## src/pkg/tdcp_pkg.sv

```systemverilog
// Package for the terminal discrete control pin block
package tdcp_pkg;

  // ----------------------------------------------------------------
  // Register map (word offsets on the plain register port)
  // ----------------------------------------------------------------
  localparam logic [3:0] TDCP_REG_CFG1   = 4'h1;  // Subsystem flag, trigger en
  localparam logic [3:0] TDCP_REG_CFG3   = 4'h3;  // Enhanced mode
  localparam logic [3:0] TDCP_REG_CFG4   = 4'h4;  // Latch-with-reg5 enable
  localparam logic [3:0] TDCP_REG_CFG5   = 4'h5;  // Software address write
  localparam logic [3:0] TDCP_REG_CFG6   = 4'h6;  // Address source select
  localparam logic [3:0] TDCP_REG_CFG7   = 4'h7;  // Shared output select
  localparam logic [3:0] TDCP_REG_MODE   = 4'h8;  // Operating mode, own choice
  localparam logic [3:0] TDCP_REG_STATUS = 4'h9;  // Live state, read only

  // ----------------------------------------------------------------
  // Field positions
  // ----------------------------------------------------------------
  localparam int TDCP_SSF_BIT     = 8;   // Subsystem flag config bit
  localparam int TDCP_TRGEN_BIT   = 7;   // External trigger enable
  localparam int TDCP_ENH_BIT     = 15;  // Enhanced mode
  localparam int TDCP_LATEN_BIT   = 3;   // Latch with register 5
  localparam int TDCP_ADSRC_BIT   = 5;   // Address source select
  localparam int TDCP_OSEL_BIT    = 0;   // Shared output select

  // ----------------------------------------------------------------
  // Reset values and timing
  // ----------------------------------------------------------------
  localparam logic [15:0] TDCP_CFG_RST    = 16'h0000;
  localparam logic [1:0]  TDCP_RST_PULSE  = 2'h2;  // Reset pulse, cycles
  localparam int          TDCP_TAG_DIV    = 4;     // Tag clock max ratio

  // Clock select codes, values in MHz
  localparam logic [4:0] TDCP_MHZ_SEL00 = 5'h0A;
  localparam logic [4:0] TDCP_MHZ_SEL01 = 5'h14;
  localparam logic [4:0] TDCP_MHZ_SEL10 = 5'h0C;
  localparam logic [4:0] TDCP_MHZ_SEL11 = 5'h10;

  // Operating modes
  typedef enum logic [2:0] {
    TDCP_MODE_BC,
    TDCP_MODE_EBC,
    TDCP_MODE_RT,
    TDCP_MODE_WMON,
    TDCP_MODE_SMON
  } tdcp_mode_t;

  // Address plus parity bundle
  typedef struct packed {
    logic [4:0] addr;
    logic       par;
  } tdcp_addr_t;

  // Register port request
  typedef struct packed {
    logic [3:0]  addr;
    logic [15:0] wdata;
    logic        wr;
    logic        rd;
  } tdcp_req_t;

endpackage : tdcp_pkg

```

## src/design/tdcp_pins.sv

```systemverilog
// Discrete control and address pin logic of a 1553 terminal
//
// Design decisions made here: the placing of the registers and the address-and-strobe port.
`timescale 1ns/1ns
`default_nettype none

// Contract
// - RT standard status: low input sets flag
// - Input never alters subsystem flag config bit
// - BC trigger rising edge issues start
// - Enhanced BC wait instruction stalls until edge
// - Word monitor trigger rising edge starts monitor
// - Source 0 takes address from pins
// - Source 1 loads address from register 5
// - Respond only on odd address parity
// - Latch low means pins used transparently
// - Latch rising edge captures pins
// - Latch high: enhanced, enable, write reg 5
// - Select 0: active-low in-message indicator
// - Word monitor online holds indicator low
// - RT select 1: two-cycle reset pulse low
// - BC or monitor select 1: output high
// - Tag clock up to quarter rate sampled
// - Sleep disables receivers and transmitters
// - Transmit inhibit input shuts both channels
// - Inhibit outputs high when not transmitting
// - Clock selects choose frequency unless boot
module tdcp_pins
  import tdcp_pkg::*;
(
  // Clock and reset
  input  wire logic        clk,
  input  wire logic        srst,
  // Register port
  input  wire logic [3:0]  reg_addr,
  input  wire logic [15:0] reg_wdata,
  input  wire logic        reg_wr,
  input  wire logic        reg_rd,
  output logic      [15:0] reg_rdata,
  // Trigger and flag pin
  input  wire logic        subsystem_flag_in,
  input  wire logic        wait_for_trigger_instr,
  output logic             bc_start,
  output logic             wait_release,
  output logic             monitor_start,
  output logic             status_subsystem_flag,
  // Address pins
  input  wire logic [4:0]  terminal_address_pins,
  input  wire logic        terminal_address_parity_pin,
  input  wire logic        terminal_address_latch_in,
  output logic      [4:0]  terminal_address,
  output logic             address_parity_ok,
  // Protocol core state
  input  wire logic        alt_status_word,
  input  wire logic        message_active,
  input  wire logic        monitor_online,
  input  wire logic        reset_mode_cmd,
  input  wire logic        tx_active_a,
  input  wire logic        tx_active_b,
  output logic             in_message_indicator,
  // Transceiver controls
  input  wire logic        sleep_in,
  input  wire logic        transmit_inhibit_in,
  output logic             rx_enable,
  output logic             tx_enable_a,
  output logic             tx_enable_b,
  output logic             transmit_inhibit_out_a,
  output logic             transmit_inhibit_out_b,
  // Tag clock
  input  wire logic        tag_clock_in,
  output logic             tag_tick,
  // Boot and clock select straps
  input  wire logic        boot_terminal_busy_strap,
  input  wire logic [1:0]  clock_select_in,
  output logic      [4:0]  clock_mhz,
  output logic             status_busy,
  output logic             busy_rx_disable,
  output tdcp_mode_t       mode
);

  // ----------------------------------------------------------------
  // Register port decode
  // ----------------------------------------------------------------
  tdcp_req_t req;
  assign req = '{addr: reg_addr, wdata: reg_wdata, wr: reg_wr, rd: reg_rd};

  wire wr_cfg1 = req.wr && (req.addr == TDCP_REG_CFG1);
  wire wr_cfg3 = req.wr && (req.addr == TDCP_REG_CFG3);
  wire wr_cfg4 = req.wr && (req.addr == TDCP_REG_CFG4);
  wire wr_cfg5 = req.wr && (req.addr == TDCP_REG_CFG5);
  wire wr_cfg6 = req.wr && (req.addr == TDCP_REG_CFG6);
  wire wr_cfg7 = req.wr && (req.addr == TDCP_REG_CFG7);
  wire wr_mode = req.wr && (req.addr == TDCP_REG_MODE);

  // Config registers, whole words held as written
  logic [15:0] cfg1_r;        // Subsystem flag and trigger enable
  logic [15:0] cfg3_r;        // Enhanced mode
  logic [15:0] cfg4_r;        // Latch enable
  logic [15:0] cfg6_r;        // Address source
  logic [15:0] cfg7_r;        // Output select
  tdcp_mode_t  mode_r;        // Operating mode
  logic        boot_done_r;   // Strap already sampled

  wire trig_en  = cfg1_r[TDCP_TRGEN_BIT];
  wire addr_src = cfg6_r[TDCP_ADSRC_BIT];
  wire out_sel  = cfg7_r[TDCP_OSEL_BIT];
  wire sw_latch = cfg3_r[TDCP_ENH_BIT] && cfg4_r[TDCP_LATEN_BIT];

  // ----------------------------------------------------------------
  // Configuration writes
  // ----------------------------------------------------------------
  // Config bit 8 only ever holds what software wrote
  always_ff @(posedge clk)
  begin
    if (srst)
    begin
      cfg1_r <= TDCP_CFG_RST;
      cfg3_r <= TDCP_CFG_RST;
      cfg4_r <= TDCP_CFG_RST;
      cfg6_r <= TDCP_CFG_RST;
      cfg7_r <= TDCP_CFG_RST;
    end
    else
    begin
      if (wr_cfg1) cfg1_r <= req.wdata;
      if (wr_cfg3) cfg3_r <= req.wdata;
      if (wr_cfg4) cfg4_r <= req.wdata;
      if (wr_cfg6) cfg6_r <= req.wdata;
      if (wr_cfg7) cfg7_r <= req.wdata;
    end
  end

  // ----------------------------------------------------------------
  // Boot strap and mode
  // ----------------------------------------------------------------
  // Strap caught on the first clock after reset release, not in reset
  always_ff @(posedge clk)
  begin
    if (srst)
    begin
      mode_r      <= TDCP_MODE_BC;
      boot_done_r <= 1'b0;
    end
    else if (!boot_done_r)
    begin
      boot_done_r <= 1'b1;
      if (boot_terminal_busy_strap)
        mode_r <= TDCP_MODE_RT;
    end
    else if (wr_mode)
    begin
      mode_r <= tdcp_mode_t'(req.wdata[2:0]);
    end
  end

  // Busy bits take the strap once, at boot; software clears them
  logic busy_r;
  always_ff @(posedge clk)
  begin
    if (srst)
      busy_r <= 1'b0;
    else if (!boot_done_r)
      busy_r <= boot_terminal_busy_strap;
    else if (wr_mode)
      busy_r <= req.wdata[3];
  end

  assign mode            = mode_r;
  assign status_busy     = busy_r;
  assign busy_rx_disable = busy_r;

  // ----------------------------------------------------------------
  // Clock select
  // ----------------------------------------------------------------
  logic [4:0] mhz_sel;
  always_comb
  begin
    case (clock_select_in)
      2'h0:    mhz_sel = TDCP_MHZ_SEL00;
      2'h1:    mhz_sel = TDCP_MHZ_SEL01;
      2'h2:    mhz_sel = TDCP_MHZ_SEL10;
      default: mhz_sel = TDCP_MHZ_SEL11;
    endcase
  end

  // Selects ignored when booting into RT; default rate kept then
  logic [4:0] clock_mhz_r;
  always_ff @(posedge clk)
  begin
    if (srst)
      clock_mhz_r <= TDCP_MHZ_SEL00;
    else if (!boot_terminal_busy_strap)
      clock_mhz_r <= mhz_sel;
  end
  assign clock_mhz = clock_mhz_r;

  // ----------------------------------------------------------------
  // Trigger edge detection
  // ----------------------------------------------------------------
  // Input is synchronous; one stage suffices for the edge.
  // Driver holds it high four clocks, so no edge is missed.
  // Follows the pin in reset too, so no false edge at release
  logic trig_q_r;
  always_ff @(posedge clk)
    trig_q_r <= subsystem_flag_in;
  wire trig_rise = subsystem_flag_in && !trig_q_r;

  // Start and release pulses, one cycle each
  logic bc_start_r;
  logic wait_rel_r;
  logic mon_start_r;
  always_ff @(posedge clk)
  begin
    if (srst)
    begin
      bc_start_r  <= 1'b0;
      wait_rel_r  <= 1'b0;
      mon_start_r <= 1'b0;
    end
    else
    begin
      bc_start_r  <= trig_rise && trig_en
                     && (mode_r == TDCP_MODE_BC);
      wait_rel_r  <= trig_rise && wait_for_trigger_instr
                     && (mode_r == TDCP_MODE_EBC);
      mon_start_r <= trig_rise && trig_en
                     && (mode_r == TDCP_MODE_WMON);
    end
  end
  assign bc_start      = bc_start_r;
  assign wait_release  = wait_rel_r;
  assign monitor_start = mon_start_r;

  // Status flag: config bit or low input, standard status only
  logic ssf_r;
  always_ff @(posedge clk)
  begin
    if (srst)
      ssf_r <= 1'b0;
    else
      ssf_r <= cfg1_r[TDCP_SSF_BIT]
               || ((mode_r == TDCP_MODE_RT) && !alt_status_word
                   && !subsystem_flag_in);
  end
  assign status_subsystem_flag = ssf_r;

  // ----------------------------------------------------------------
  // Terminal address selection
  // ----------------------------------------------------------------
  tdcp_addr_t pins;
  assign pins = '{addr: terminal_address_pins,
                  par:  terminal_address_parity_pin};

  logic       lat_q_r;   // Previous latch input level
  tdcp_addr_t held_r;    // Latched address and parity
  wire lat_rise = terminal_address_latch_in && !lat_q_r;

  // Capture on latch edge or on a register 5 write when armed
  always_ff @(posedge clk)
  begin
    if (srst)
    begin
      lat_q_r <= terminal_address_latch_in;
      held_r  <= '0;
    end
    else
    begin
      lat_q_r <= terminal_address_latch_in;
      if (wr_cfg5 && addr_src)
        held_r <= '{addr: req.wdata[5:1], par: req.wdata[0]};
      else if (wr_cfg5 && sw_latch && terminal_address_latch_in)
        held_r <= pins;
      else if (lat_rise && !addr_src)
        held_r <= pins;
    end
  end

  // Pins follow through while latch is low and source is pins
  tdcp_addr_t eff_addr;
  assign eff_addr = (!addr_src && !terminal_address_latch_in)
                    ? pins : held_r;

  logic [4:0] addr_r;
  logic       par_ok_r;
  always_ff @(posedge clk)
  begin
    if (srst)
    begin
      addr_r   <= 5'h00;
      par_ok_r <= 1'b0;
    end
    else
    begin
      addr_r   <= eff_addr.addr;
      par_ok_r <= ^{eff_addr.addr, eff_addr.par};
    end
  end
  assign terminal_address  = addr_r;
  assign address_parity_ok = par_ok_r;

  // ----------------------------------------------------------------
  // Shared in-message / reset pulse output
  // ----------------------------------------------------------------
  logic [1:0] rst_cnt_r;  // Remaining low cycles of reset pulse
  always_ff @(posedge clk)
  begin
    if (srst)
      rst_cnt_r <= 2'h0;
    else if (reset_mode_cmd && out_sel && (mode_r == TDCP_MODE_RT))
      rst_cnt_r <= TDCP_RST_PULSE;
    else if (rst_cnt_r != 2'h0)
      rst_cnt_r <= rst_cnt_r - 2'h1;
  end

  logic ind_nxt;
  always_comb
  begin
    if (!out_sel)
    begin
      if (mode_r == TDCP_MODE_WMON)
        ind_nxt = !monitor_online;
      else
        ind_nxt = !message_active;
    end
    else if (mode_r == TDCP_MODE_RT)
      ind_nxt = (rst_cnt_r == 2'h0);
    else
      ind_nxt = 1'b1;
  end

  logic ind_r;
  always_ff @(posedge clk)
  begin
    if (srst)
      ind_r <= 1'b1;
    else
      ind_r <= ind_nxt;
  end
  assign in_message_indicator = ind_r;

  // ----------------------------------------------------------------
  // Transceiver enables and inhibits
  // ----------------------------------------------------------------
  logic rx_en_r;
  logic txa_en_r;
  logic txb_en_r;
  logic inha_r;
  logic inhb_r;
  always_ff @(posedge clk)
  begin
    if (srst)
    begin
      rx_en_r  <= 1'b0;
      txa_en_r <= 1'b0;
      txb_en_r <= 1'b0;
      inha_r   <= 1'b1;
      inhb_r   <= 1'b1;
    end
    else
    begin
      rx_en_r  <= !sleep_in;
      txa_en_r <= !sleep_in && !transmit_inhibit_in;
      txb_en_r <= !sleep_in && !transmit_inhibit_in;
      inha_r   <= !(tx_active_a && !transmit_inhibit_in);
      inhb_r   <= !(tx_active_b && !transmit_inhibit_in);
    end
  end
  assign rx_enable              = rx_en_r;
  assign tx_enable_a            = txa_en_r;
  assign tx_enable_b            = txb_en_r;
  assign transmit_inhibit_out_a = inha_r;
  assign transmit_inhibit_out_b = inhb_r;

  // ----------------------------------------------------------------
  // Tag clock sampling
  // ----------------------------------------------------------------
  // Two-stage sync then edge; fine up to one quarter of clk
  logic tag_s1_r;
  logic tag_s2_r;
  logic tag_s3_r;
  always_ff @(posedge clk)
  begin
    if (srst)
    begin
      tag_s1_r <= 1'b0;
      tag_s2_r <= 1'b0;
      tag_s3_r <= 1'b0;
    end
    else
    begin
      tag_s1_r <= tag_clock_in;
      tag_s2_r <= tag_s1_r;
      tag_s3_r <= tag_s2_r;
    end
  end
  assign tag_tick = tag_s2_r && !tag_s3_r;

  // ----------------------------------------------------------------
  // Read back
  // ----------------------------------------------------------------
  logic [15:0] rd_mux;
  always_comb
  begin
    case (req.addr)
      TDCP_REG_CFG1:   rd_mux = cfg1_r;
      TDCP_REG_CFG3:   rd_mux = cfg3_r;
      TDCP_REG_CFG4:   rd_mux = cfg4_r;
      TDCP_REG_CFG6:   rd_mux = cfg6_r;
      TDCP_REG_CFG7:   rd_mux = cfg7_r;
      TDCP_REG_MODE:   rd_mux = {12'h000, busy_r, 3'(mode_r)};
      TDCP_REG_STATUS: rd_mux = {4'h0, par_ok_r, addr_r, clock_mhz_r,
                                 ind_r};
      default:         rd_mux = 16'h0000;
    endcase
  end

  // Read data stands the cycle after the strobe only
  logic [15:0] rdata_r;
  always_ff @(posedge clk)
  begin
    if (srst)
      rdata_r <= 16'h0000;
    else if (req.rd)
      rdata_r <= rd_mux;
    else
      rdata_r <= 16'h0000;
  end
  assign reg_rdata = rdata_r;

endmodule : tdcp_pins

`default_nettype wire

```

## config.mk

```make
export PLATFORM = sky130hd
export DESIGN_NAME = tdcp_pins
export DESIGN_NICKNAME = d
export VERILOG_FILES = /design/src/pkg/tdcp_pkg.sv /design/src/design/tdcp_pins.sv
export SDC_FILE = /design/constraint.sdc
export NUM_CORES = 1
export LEC_CHECK = 0
export ABC_AREA = 1
export BUFFER_PORTS_ARGS = -buffer_cell sky130_fd_sc_hd__buf_2
export CAP_MARGIN = 5
export CORE_ASPECT_RATIO = 0.7
export CORE_MARGIN = 2
export CORE_UTILIZATION = 32
export CTS_CLUSTER_SIZE = 8
export DETAILED_ROUTE_END_ITERATION = 16
export PLACE_DENSITY = 0.53
export SETUP_SLACK_MARGIN = 0.05
export SYNTH_ARGS = -nofsm -noshare
export SYNTH_HDL_FRONTEND = slang
export SYNTH_SLANG_ARGS = --single-unit
```

## constraint.sdc

```tcl
create_clock -name clk -period 1.55 [get_ports clk]
set_clock_uncertainty 0.05 [all_clocks]
set_input_delay 0.0775 -clock clk [delete_from_list [all_inputs] [get_ports clk]]
set_output_delay 0.0775 -clock clk [all_outputs]
set_load 0.05 [all_outputs]
```

## Word-level counts from Yosys, hierarchy flattened

Cells that the tools add are included.

- $add $sub $neg: 1
- Eq/ne operators: 14
- Muxes and demuxes: 17
- Bitwise logic cells: 1
- Reduce and logical (&&, ||, !) cells: 53

Operators by type and width:

| operator | count |
|---|---|
| 16-bit case mux with 7 select lines | 1 |
| 1-bit logical AND | 28 |
| 6-bit two-way mux | 4 |
| 4-bit by 3-bit equality test with 1-bit output, second input constant | 4 |
| 5-bit case mux with 3 select lines | 1 |
| 1-bit logical NOT | 13 |
| 3-bit two-way mux | 3 |
| 4-bit equality test, second input constant | 2 |
| 3-bit by 2-bit equality test with 1-bit output, second input constant | 2 |
| 1-bit two-way mux | 6 |
| 2-bit nonzero test | 3 |
| 6-bit XOR reduction | 1 |
| 4-bit by 1-bit equality test with 1-bit output, second input constant | 1 |
| 4-bit by 2-bit equality test with 1-bit output, second input constant | 1 |
| 2-bit logical NOT | 2 |
| 2-bit two-way mux | 2 |
| 2-bit OR reduction | 2 |
| 3-bit by 1-bit equality test with 1-bit output, second input constant | 1 |
| 3-bit logical NOT | 1 |
| 3-bit nonzero test | 1 |
| 2-bit by 1-bit equality test with 1-bit output, second input constant | 1 |
| 2-bit equality test, second input constant | 1 |
| 2-bit != test, second input constant | 1 |
| 2-bit AND reduction | 1 |
| 3 further kinds | 3 |

- Register bits: 134
- Bits of input ports: 45
- Output and inout port bits: 43
- Word-level logic and storage cells: 116

## Logic depth before layout (Yosys ltp)

Gate-level depths: netlist of run 1.

- Depth after elaboration: 6
- Gate-level depth with buffers: 10
- Gate-level depth less buffers: 10

## Least setup slack after synthesis of run 1

OpenSTA, ideal clock, no wires.

- Kind: register -> register
- Start point: register mode_r[0], in the netlist mode[0]
- End point: register ind_r, in the netlist in_message_indicator
- Setup time: 0.119 ns
- Arrival: 1.148 ns
- Required time: 1.381 ns
- Setup slack: 0.233 ns
- Cell stages (with the launch flop): 6
- Clock period less this slack: 1.317 ns
- Cells stage by stage: dfxtp_1 -> nand3_1 -> inv_1 -> o21ai_0 -> o22ai_1 -> nand2_1

- Word-level cells in the longest chain between the ends: 3

RTL lines:

| element | RTL line | text |
|---|---|---|
| start: declaration | tdcp_pins.sv:101 | `tdcp_mode_t mode_r;` |
| start signal: assignment | tdcp_pins.sv:152 | `mode_r <= tdcp_mode_t'(req.wdata[2:0]);` |
| 3-bit by 2-bit equality test with 1-bit output (on tied branches) | tdcp_pins.sv:320, tdcp_pins.sv:325 |  |
| 1-bit two-way mux (on tied branches) | tdcp_pins.sv:320, tdcp_pins.sv:325 |  |
| 1-bit two-way mux * | tdcp_pins.sv:318 | `if (!out_sel)` |
| end signal: assignment | tdcp_pins.sv:337 | `ind_r <= ind_nxt;` |
| end: declaration | tdcp_pins.sv:331 | `logic ind_r;` |

Mark *: on every way between the ends. The rest lies on a longest branch, timed or not.
A chain may end at the register's enable or synchronous reset.

==> results of run 1 <==
critical path: stages:
cell	delay, ns
dlygate4sd3_1	0.52
buf_2	0.12
inv_1	0.10
a21oi_2	0.16
nand3_1	0.08
dlygate4sd3_1	0.56
cells in the final DEF (no fill, tap or decap), types with 8 or more instances in the layout:
cell	n
o21ai_0	91
inv_1	84
buf_2	86
o21ai_1	16
a21oi_1	109
nand2_1	131
dfxtp_1	132
dlygate4sd3_1	36
nand3_1	22
clkbuf_16	17
nor2_1	75
buf_4	23
inv_2	8
path summary, 6_finish.rpt:
path                                 start                        endpoint  slack [ns]  cells past startpoint
setup reg to reg   cfg3_r[15]$_SDFFE_PP0P_          held_r[3]$_SDFFE_PP0P_        0.17                      6
setup / recovery  boot_terminal_busy_strap       clock_mhz[3]$_SDFFE_PP1N_        0.17                      6
hold reg to reg        tag_s1_r$_SDFF_PP0_             tag_s2_r$_SDFF_PP0_        0.36                      2
hold / removal    terminal_address_pins[0]  terminal_address[0]$_SDFF_PP0_        0.02                      5
per-stage QoR:
step	power [uW]	hold slack [ns]	utilization [%]	area, um2
global route	8960	0.0444	43.8	7230
global placement	4370	0.152	37.8	6240
detailed placement	4370	0.155	37.8	6240
floorplan	4090	0.0552	-	5450
CTS	8710	0.0112	43.8	7220
finish	8640	0.0161	43.8	7230
layer usage:
layer  share of wire [%]  track usage (%)  up-vias  wire length (um)
met5                   0                0        -                 0
met2                  39             26.8      162              6590
met3                 5.8             4.11       15               977
met1                  54             28.3     2419              9010
met4                0.88             5.29        0               147
li1                    -                -     2681                 -
flip-flops by register name (all words and copies together) (netlist names), 2 cells and up:
name and count:
cfg1_r 16, cfg3_r 16, cfg4_r 16, cfg6_r 16, cfg7_r 16, reg_rdata 16
held_r 6, terminal_address 5, clock_mhz 4, mode 3, rst_cnt_r 2
cells by family after synthesis:
family,count (synthesis)
and+or+nand+nor,251
DFF,133
adders and majority gates,4
other,1
buffers and inverters,132
AOI/OAI and AO/OA,226
cell type report:
type	count	area [um2]
repair buffers	150	1060
inverters	93	349
well taps	225	282
multi-input cells	482	2250
clock inverters	12	165
fillers	1718	9260
clock buffers	20	457
flip-flops and latches	133	2660
what timing repair did:
item                                   4_1_cts  5_1_grt
hold buffers                                36        0
setup endpoints to repair                    0        2
gates resized for setup                      0        3
endpoints found under the hold margin       92        0
cell usage after synthesis (all sizes together):
master | instances | area [um2]
nor2 | 78 | 315
o211ai | 1 | 7.51
nand3 | 23 | 120
nand2 | 135 | 519
nand4 | 6 | 37.5
clkbuf | 18 | 67.6
conb | 1 | 3.75
nor4 | 2 | 12.5
inv | 92 | 345
ha | 4 | 50.1
o221ai | 1 | 8.76
o21ai | 107 | 536
dfxtp | 133 | 2660
nor3 | 6 | 30.0
buf | 21 | 121
o22ai | 7 | 43.8
nand3b | 1 | 11.3
clkinv | 1 | 3.75
a21oi | 110 | 551
power groups by stage:
| stage | combinational, uW | clock [uW] | sequential (uW) |
|---|---|---|---|
| after floorplan | 340 | 0 | 3750 |
| after global placement | 730 | 0 | 3640 |
| after detailed placement | 730 | 0 | 3640 |
| after CTS | 805 | 4340 | 3560 |
| after global routing | 887 | 4500 | 3570 |
| final | 809 | 4280 | 3560 |
==> out/summary.log, run 1 <==
INFO  outcome        status=finished, final reports clean
INFO  detailed_routing route.antenna.remaining_nets=0
INFO  yosys          synthesized_area_fraction_occupied_by_and_or_nand_nor_cells=19.2%
INFO  finish         layout-drive-gt1-share=18.4%
INFO  sta            finalHoldViolations=0
INFO  global_route   grt_pass1_wl=26,500um
INFO  clocking       clkLatencyLatePin=0.41ns
INFO  placement      dp_slack=0.0718ns
INFO  clocking       tritoncts=yes
INFO  worst_setup_path cp.required=1.80ns
INFO  global_route   number_of_antenna_violations_at_the_first_check_in_global_routing=0
INFO  power          sw_frac_of_total=25.6%
INFO  worst_setup_path worstSetupPathType=input pin to flip-flop
INFO  detailed_routing vias=5,277
INFO  global_route   grt_util_all_layers=18.8%
INFO  yosys          syn-instance-count=747
INFO  power          cellPowerDensity=1200nW/um2
INFO  floorplan      pin_count=88
INFO  yosys          synthesis.area=5450um2
INFO  global_route   gr-total-overflow=0
INFO  clocking       buffer_levels_on_the_longest_clock_path=2
INFO  global_route   grt_start_max_net_pins=34
INFO  flow_run       drv_cap=0
INFO  sta            setup_viol=0
INFO  floorplan      cell_row_count=39
INFO  clocking       cts-buffers-inserted=17
INFO  yosys          synth_fa_ha_area_share=0.919%
INFO  finish         n_antenna_cell=0
INFO  detailed_routing drt-pass1-iter-count=5
INFO  power          cell_leakage_power=0.00312uW
INFO  detailed_routing drcViolationCount=0
INFO  finish         synthToLayoutAreaGrowth=32.8%
INFO  detailed_routing drtIter0Drc=341
INFO  detailed_routing routed_wl=16,700um
INFO  clocking       cts_setup_buffers=0
INFO  hold_path      holdCritPathClass=input pin to flip-flop
INFO  yosys          yosys-mux-area-fraction=0%
INFO  sta            final.period_utilization=88.9%
INFO  detailed_routing wire_per_inst=15.0um
INFO  yosys          yosysWarnings=0
INFO  worst_setup_path timing.critical_path.from_type=input pin
INFO  yosys          postSynthRegisterBits=133
INFO  power          cell_internal_power=6430uW
INFO  detailed_routing routed_via_density=4.73
INFO  power          power.share.clock=49.5%
INFO  placement      gp_routability_congestion=0.821
INFO  sta            rsz_0062_raised_after_global_routing=no
INFO  power          share_seq_of_total_power=41.2%
INFO  worst_setup_path worst-path-max-fanout=6
INFO  finish         finalNonFillerCells=1,115
INFO  clocking       clkSinkCount=133
INFO  yosys          nets_in_the_synthesized_netlist=796
INFO  yosys          seq_area_frac_synth=48.9%
INFO  worst_setup_path timing.critical_path.arrival=1.63ns
INFO  yosys          main_combinational_cell_family_by_area_after_synthesis=compound AO/OA/AOI/OAI gates
INFO  sta            period_minus_slack=1.38ns
INFO  sta            timing.final.max_slew_violations=0
INFO  floorplan      die_h=113um
INFO  power          power.share.combinational=9.4%
INFO  clocking       cts_max_level=4
INFO  placement      port_buffers=86
INFO  sta            fmaxAchievable=726MHz
INFO  sta            timing.setup.tns=0ns
INFO  global_route   first_global_vias=4,909
INFO  clocking       clock_tree.root_cell=clkbuf_16
INFO  finish         layout.nets=926
INFO  yosys          synthesis.area_per_instance=7.29um2
INFO  clocking       clk_pin_slew_worst_paths=0.06ns
INFO  worst_setup_path worst_setup_path_end_kind=flip-flop
INFO  sta            final.setup.worst_slack=0.172ns
INFO  placement      half_perimeter_wire_length_of_the_detailed_placement_result=11,400um
INFO  power          irDropWorstVdd=0.604mV
INFO  power          power_spent_charging_and_discharging_nets=2210uW
INFO  placement      placed_cells_incl_taps=1,047
INFO  floorplan      die_area=18,100um2
INFO  floorplan      initial_core_util=33.0%
INFO  yosys          synth_xor_xnor_area_share=0%
INFO  floorplan      die_width=160um
INFO  floorplan      core_region_area=16,500um2
INFO  yosys          synthDistinctLibCells=27
INFO  yosys          synth_compound_gate_area_share=21.0%
No activity file was read; power rests on OpenSTA's default activity.
==> run 2: changes to the inputs <==
--- a/config.mk
+++ b/config.mk
@@ -6,13 +6,14 @@
 export NUM_CORES = 1
 export LEC_CHECK = 0
 export ABC_AREA = 1
-export BUFFER_PORTS_ARGS = -buffer_cell sky130_fd_sc_hd__buf_2
+export BUFFER_PORTS_ARGS = -buffer_cell sky130_fd_sc_hd__clkbuf_2
 export CAP_MARGIN = 5
 export CORE_ASPECT_RATIO = 0.7
 export CORE_MARGIN = 2
 export CORE_UTILIZATION = 32
 export CTS_CLUSTER_SIZE = 8
 export DETAILED_ROUTE_END_ITERATION = 16
+export GPL_TIMING_DRIVEN = 0
 export PLACE_DENSITY = 0.53
 export SETUP_SLACK_MARGIN = 0.05
 export SYNTH_ARGS = -nofsm -noshare
==> run 2 against run 1 <==
- total power shrank 0.11%
- non-clock buffer count grew 15
- first-iteration DRC count grew 23%
- utilization shrank 0.16 points
- design area shrank 0.36%
- largest cell class unchanged
==> out/summary.log, run 2 (synthesized netlist as in run 1, its figures left out) <==
INFO  clocking       clk_pin_slew_worst_paths=0.06ns [about the same]
INFO  finish         synthToLayoutAreaGrowth=32.3%
INFO  placement      port_buffers=85 [-1.2%]
INFO  worst_setup_path crit_slowest_cell=dfxtp_4
INFO  finish         finalNonFillerCells=1,130 [+1.3%]
INFO  sta            worst_hold_slack=0.00454ns [-0.0116 ns]
INFO  finish         commonest_non_fill_non_tap_cells_in_the_layout=dfxtp_1 (132), nand2_1 (131), a21oi_1 (108)
INFO  detailed_routing drtIter0Drc=420 [+23%]
INFO  sta            final.period_utilization=90.6% [+1.7 points]
INFO  power          cell_leakage_power=0.00307uW [-1.6%]
INFO  worst_setup_path path_delay_family=simple AND/OR/NAND/NOR gates
INFO  global_route   grt_start_max_net_pins=17 [-50%]
INFO  detailed_routing topRoutingLayerUsed=met4
INFO  worst_setup_path timing.critical_path.arrival=1.71ns [+0.08 ns]
INFO  detailed_routing wl_met2=7170um [+8.8%]
INFO  clocking       buffer_levels_on_the_longest_clock_path=2 [unchanged]
INFO  floorplan      initial_core_util=33.0% [unchanged]
INFO  sta            setup_viol=0 [unchanged]
INFO  global_route   number_of_antenna_violations_at_the_first_check_in_global_routing=0 [unchanged]
INFO  finish         n_antenna_cell=0 [unchanged]
INFO  worst_setup_path critical_path_cell_list=nor2_4, buf_4, nand2_1, nand2_1, nand2_1, nand2_1, nand2_1, nand3_1, nand2_1, nor2_2
INFO  global_route   grt_pass1_wl=28,700um [+8.4%]
INFO  floorplan      die_width=160um [unchanged]
INFO  finish         final_design_area_no_fill=7210um2 [-0.36%]
INFO  hold_path      hold_start=clock_select_in[1]
INFO  worst_setup_path cp_common_cell=nand2_1
INFO  sta            timing.final.max_slew_violations=0 [unchanged]
INFO  detailed_routing vias=5,428 [+2.9%]
INFO  worst_setup_path critical-path-max-stage-delay=0.37ns [-0.19 ns]
INFO  clocking       clkSinkCount=133 [unchanged]
INFO  finish         layout.nets=941 [+1.6%]
INFO  worst_setup_path timing.critical_path.from_type=flip-flop
INFO  placement      dpl_cell_area=6150um2 [-1.4%]
INFO  global_route   gr-total-overflow=0 [unchanged]
INFO  worst_setup_path cp.required=1.86ns [+0.06 ns]
INFO  clocking       tritoncts=yes
INFO  global_route   grt_util_all_layers=21.0% [+2.2 points]
INFO  finish         layout.cells.most_common=dfxtp_1
INFO  finish         layout-drive-gt1-share=17.9% [-0.53 points]
INFO  placement      dp_slack=-0.228ns [-0.299 ns]
INFO  placement      placed_cells_incl_taps=1,057 [+0.96%]
INFO  detailed_routing drcViolationCount=0 [unchanged]
INFO  detailed_routing routed_wl=18,400um [+10%]
INFO  sta            finalHoldViolations=0 [unchanged]
INFO  detailed_routing met3RoutedLength=1540um [+57%]
INFO  clocking       cts_max_level=4 [unchanged]
INFO  placement      gp_routability_congestion=0.826 [+0.65%]
INFO  worst_setup_path worstSetupPathType=flip-flop to flip-flop
INFO  floorplan      core_region_area=16,500um2 [unchanged]
INFO  detailed_routing wire_per_inst=16.3um [+8.5%]
INFO  placement      half_perimeter_wire_length_of_the_detailed_placement_result=12,900um [+14%]
INFO  worst_setup_path worst-path-max-fanout=5 [-1]
INFO  floorplan      pin_count=88 [unchanged]
INFO  sta            final.setup.worst_slack=0.146ns [-0.0268 ns]
INFO  clocking       clock_tree.root_cell=clkbuf_16
INFO  worst_setup_path crit_buf_inv=1 [-3]
INFO  sta            fmaxAchievable=712MHz [-1.9%]
INFO  detailed_routing routed_via_density=4.80 [+1.5%]
INFO  worst_setup_path reg2reg_from=cfg6_r[5]$_SDFFE_PP0P_
INFO  clocking       cts-buffers-inserted=17 [unchanged]
INFO  detailed_routing route.antenna.remaining_nets=0 [unchanged]
INFO  flow_run       drv_cap=0 [unchanged]
INFO  sta            worst_pin_slew=0.856ns
INFO  floorplan      die_h=113um [unchanged]
INFO  worst_setup_path worst_setup_path_end_kind=flip-flop
INFO  finish         final_core_utilization=43.7% [-0.16 points]
INFO  power          cellPowerDensity=1200nW/um2 [+0.26%]
INFO  outcome        status=finished, final reports clean
INFO  sta            period_minus_slack=1.40ns [+0.0268 ns]
INFO  global_route   first_global_vias=5,085 [+3.6%]
INFO  sta            rsz_0062_raised_after_global_routing=yes
INFO  hold_path      holdCritPathClass=input pin to flip-flop
INFO  floorplan      cell_row_count=39 [unchanged]
INFO  power          irDropWorstVdd=0.687mV [+14%]
INFO  detailed_routing drt-pass1-iter-count=6 [+1]
INFO  clocking       clkLatencyLatePin=0.42ns [about the same]
INFO  floorplan      die_area=18,100um2 [unchanged]
INFO  sta            relSlewSlack=42.9%
INFO  worst_setup_path launching_element_of_the_worst_setup_path=cfg6_r[5]$_SDFFE_PP0P_
INFO  detailed_routing routed_length_on_met1=9460um [+5.0%]
run 2: cell count changes in the layout (fill, tap and decap cells not counted), moves of 5 or more:
cell / previous run / this run
buf_4: 23 / 6
clkbuf_2: 0 / 85
buf_12: 5 / 0
clkbuf_1: 1 / 19
buf_2: 86 / 16
run 2: per-stage QoR:
step	power, uW	TNS [ns]
floorplan	4090	0
global placement	4370	-3.27
detailed placement	4370	-3.27
CTS	8660	0
global route	8930	-0.00903
finish	8640	0
run 2: path summary, 6_finish.rpt:
kind                                                      to  slack, ns  cells past startpoint
worst max-delay path            address_parity_ok$_SDFF_PP0_       0.15                     10
worst min-delay path               clock_mhz[4]$_SDFFE_PP0N_      0.005                      4
worst max register to register  address_parity_ok$_SDFF_PP0_       0.15                     10
worst min register to register           tag_s2_r$_SDFF_PP0_       0.35                      2
run 2: worst register-to-register path, stage by stage (launching register included):
cell	delay (ns)
dfxtp_4	0.37
nor2_4	0.12
buf_4	0.15
nand2_1	0.05
nand2_1	0.13
nand2_1	0.07
nand2_1	0.06
nand2_1	0.07
nand3_1	0.08
nand2_1	0.06
nor2_2	0.12
run 2: layout make-up:
class,count,area [um2]
fill,1757,9290
sequential,133,2670
multi-input combinational,482,2270
timing repair buffer,126,828
clock buffer,19,443
inverter,93,349
tap,225,282
buffer,39,191
clock inverter,13,173
run 2: metal layers:
| layer | vias up | track usage (%) |
|---|---|---|
| met4 | 0 | 6.13 |
| li1 | 2727 | - |
| met5 | - | 0 |
| met2 | 213 | 28.5 |
| met1 | 2465 | 32.5 |
| met3 | 23 | 4.77 |
run 2: report_power, final:
group | switching (uW) | internal (uW) | leakage [uW] | total [uW]
logic | 568 | 265 | 0.00170 | 834
clock network | 1650 | 2600 | 0.000287 | 4240
registers | 47.4 | 3510 | 0.00108 | 3560
run 2: what timing repair did:
action	CTS	global route
pin swaps	0	1
setup endpoints to repair	1	8
hold endpoints to repair	80	0
hold buffers	39	0
gates resized for setup	3	10
buffers inserted	0	1
gates cloned	0	1
==> run 3: changes to the inputs <==
--- a/config.mk
+++ b/config.mk
@@ -14,7 +14,6 @@
 export CTS_CLUSTER_SIZE = 8
 export DETAILED_ROUTE_END_ITERATION = 16
 export GPL_TIMING_DRIVEN = 0
-export PLACE_DENSITY = 0.53
 export SETUP_SLACK_MARGIN = 0.05
 export SYNTH_ARGS = -nofsm -noshare
 export SYNTH_HDL_FRONTEND = slang
==> run 3 against run 2 <==
- non-clock buffer count fell by 1
- register-to-register slack got worse by 0.02 ns
- first-iteration DRC count rose by 15%
- via count rose by 2.2%
- global-route usage fell by 0.83 points
- highest routed layer unchanged
==> out/summary.log, run 3 (synthesized netlist as in run 1, its figures left out) <==
INFO  sta            worst_pin_slew=0.865ns [+0.00884 ns]
INFO  sta            fmaxAchievable=702MHz [-1.4%]
INFO  clocking       cts_max_level=4 [unchanged]
INFO  global_route   grt_util_all_layers=20.1% [-0.83 points]
INFO  worst_setup_path cp.required=1.85ns [about the same]
INFO  clocking       clkSinkCount=133 [unchanged]
INFO  finish         synthToLayoutAreaGrowth=33.1%
INFO  global_route   first_global_vias=5,001 [-1.7%]
INFO  worst_setup_path worstSetupPathType=flip-flop to flip-flop
INFO  sta            finalHoldViolations=0 [unchanged]
INFO  finish         final_design_area_no_fill=7250um2 [+0.57%]
INFO  finish         n_antenna_cell=0 [unchanged]
INFO  global_route   grt_start_max_net_pins=17 [unchanged]
INFO  floorplan      die_width=160um [unchanged]
INFO  floorplan      pin_count=88 [unchanged]
INFO  sta            timing.final.max_slew_violations=0 [unchanged]
INFO  placement      half_perimeter_wire_length_of_the_detailed_placement_result=12,600um [-2.3%]
INFO  flow_run       drv_cap=0 [unchanged]
INFO  power          irDropWorstVdd=0.608mV [-12%]
INFO  placement      gp_routability_congestion=0.855 [+3.5%]
INFO  detailed_routing routed_via_density=4.91 [+2.3%]
INFO  clocking       clkLatencyLatePin=0.42ns [about the same]
INFO  global_route   gr-total-overflow=0 [unchanged]
INFO  outcome        status=finished, final reports clean
INFO  placement      port_buffers=85 [unchanged]
INFO  worst_setup_path worst-path-max-fanout=8 [+3]
INFO  detailed_routing drcViolationCount=0 [unchanged]
INFO  detailed_routing route.antenna.remaining_nets=0 [unchanged]
INFO  detailed_routing vias=5,548 [+2.2%]
INFO  worst_setup_path timing.critical_path.from_type=flip-flop
INFO  finish         layout.nets=940 [-0.11%]
INFO  clocking       tritoncts=yes
INFO  floorplan      cell_row_count=39 [unchanged]
INFO  sta            rsz_0062_raised_after_global_routing=yes
INFO  power          totalPowerFinal=8940uW [+3.5%]
INFO  global_route   number_of_antenna_violations_at_the_first_check_in_global_routing=0 [unchanged]
INFO  detailed_routing drtIter0Drc=485 [+15%]
INFO  global_route   grt_pass1_wl=27,900um [-2.9%]
INFO  finish         final_core_utilization=43.9% [+0.25 points]
INFO  detailed_routing routed_wl=18,000um [-2.2%]
INFO  sta            setup_viol=0 [unchanged]
INFO  placement      dpl_cell_area=6150um2 [unchanged]
INFO  detailed_routing wire_per_inst=15.9um [-2.1%]
INFO  sta            period_minus_slack=1.42ns [+0.0199 ns]
INFO  floorplan      core_region_area=16,500um2 [unchanged]
INFO  sta            final.period_utilization=91.9% [+1.3 points]
INFO  clocking       cts-buffers-inserted=17 [unchanged]
INFO  finish         commonest_non_fill_non_tap_cells_in_the_layout=dfxtp_1 (132), nand2_1 (130), a21oi_1 (108)
INFO  clocking       clock_tree.root_cell=clkbuf_16
INFO  floorplan      initial_core_util=33.0% [unchanged]
INFO  clocking       clk_pin_slew_worst_paths=0.06ns [about the same]
INFO  worst_setup_path worst_setup_path_end_kind=flip-flop
INFO  floorplan      die_area=18,100um2 [unchanged]
INFO  worst_setup_path timing.critical_path.arrival=1.73ns [+0.02 ns]
INFO  hold_path      holdCritPathClass=input pin to flip-flop
INFO  sta            relSlewSlack=42.3% [-0.59 points]
INFO  power          cellPowerDensity=1230nW/um2 [+3.0%]
INFO  finish         layout.cells.most_common=dfxtp_1
INFO  sta            timing.setup.tns=0ns [unchanged]
INFO  power          cell_leakage_power=0.00310uW [+1.1%]
INFO  finish         layout-drive-gt1-share=17.9% [+0.020 points]
INFO  clocking       buffer_levels_on_the_longest_clock_path=2 [unchanged]
INFO  finish         filler_cell_count=1,708 [-2.8%]
INFO  floorplan      die_h=113um [unchanged]
INFO  detailed_routing drt-pass1-iter-count=5 [-1]
-- run 3: repair_timing --
item / CTS / global route
resized for setup: 4 / 8
endpoints found under the setup margin: 1 / 4
hold endpoints to repair: 83 / 1
cloned: 0 / 1
setup buffers: 0 / 0
hold buffers: 38 / 1
-- run 3: cell type report --
cell class / count / area (um2) / area share, %
flip-flops and latches: 133 / 2660 / 36.8
clock inverters: 14 / 224 / 3.09
repair buffers: 125 / 821 / 11.3
well taps: 225 / 282 / 3.88
plain buffers: 39 / 191 / 2.64
clock buffers: 18 / 439 / 6.06
multi-input cells: 482 / 2280 / 31.4
inverters: 93 / 349 / 4.82
-- run 3: per-stage QoR --
stage               setup slack, ns  hold WS [ns]  instances
finish                        0.126        0.0149       1129
global route                 0.0289        0.0398       1129
CTS                          0.0524       0.00178       1127
detailed placement           -0.130         0.160       1057
global placement             -0.162         0.155       1057
floorplan                     0.233        0.0552        747
-- run 3: worst paths after layout --
kind	end	cells past startpoint	startpoint	slack [ns]
setup / recovery	address_parity_ok$_SDFF_PP0_	10	cfg6_r[5]$_SDFFE_PP0P_	0.13
hold reg to reg	tag_s2_r$_SDFF_PP0_	2	tag_s1_r$_SDFF_PP0_	0.35
hold / removal	held_r[3]$_SDFFE_PP0P_	5	terminal_address_pins[2]	0.01
setup reg to reg	address_parity_ok$_SDFF_PP0_	10	cfg6_r[5]$_SDFFE_PP0P_	0.13
-- run 3: where the power goes --
group / internal [uW] / switching (uW)
Combinational: 264 / 568
Clock: 2920 / 1630
Sequential: 3510 / 48.2
Total: 6700 / 2240
-- run 3: metal layers --
layer,wire (um),global-route usage (%),share of wire (%)
met5,0,0,0
met1,9030,30.7,50
met2,7120,28.8,40
met4,150,5.05,0.83
met3,1700,4.03,9.4
-- run 3: worst max-delay path, cell delays in order, from the launching register on --
cell	delay, ns
dfxtp_2	0.41
inv_1	0.12
nand2_4	0.12
nand2_1	0.06
nand2_1	0.13
nand2_1	0.07
nand2_1	0.06
nand2_1	0.08
nand3_1	0.08
nand2_1	0.06
nor2_2	0.11
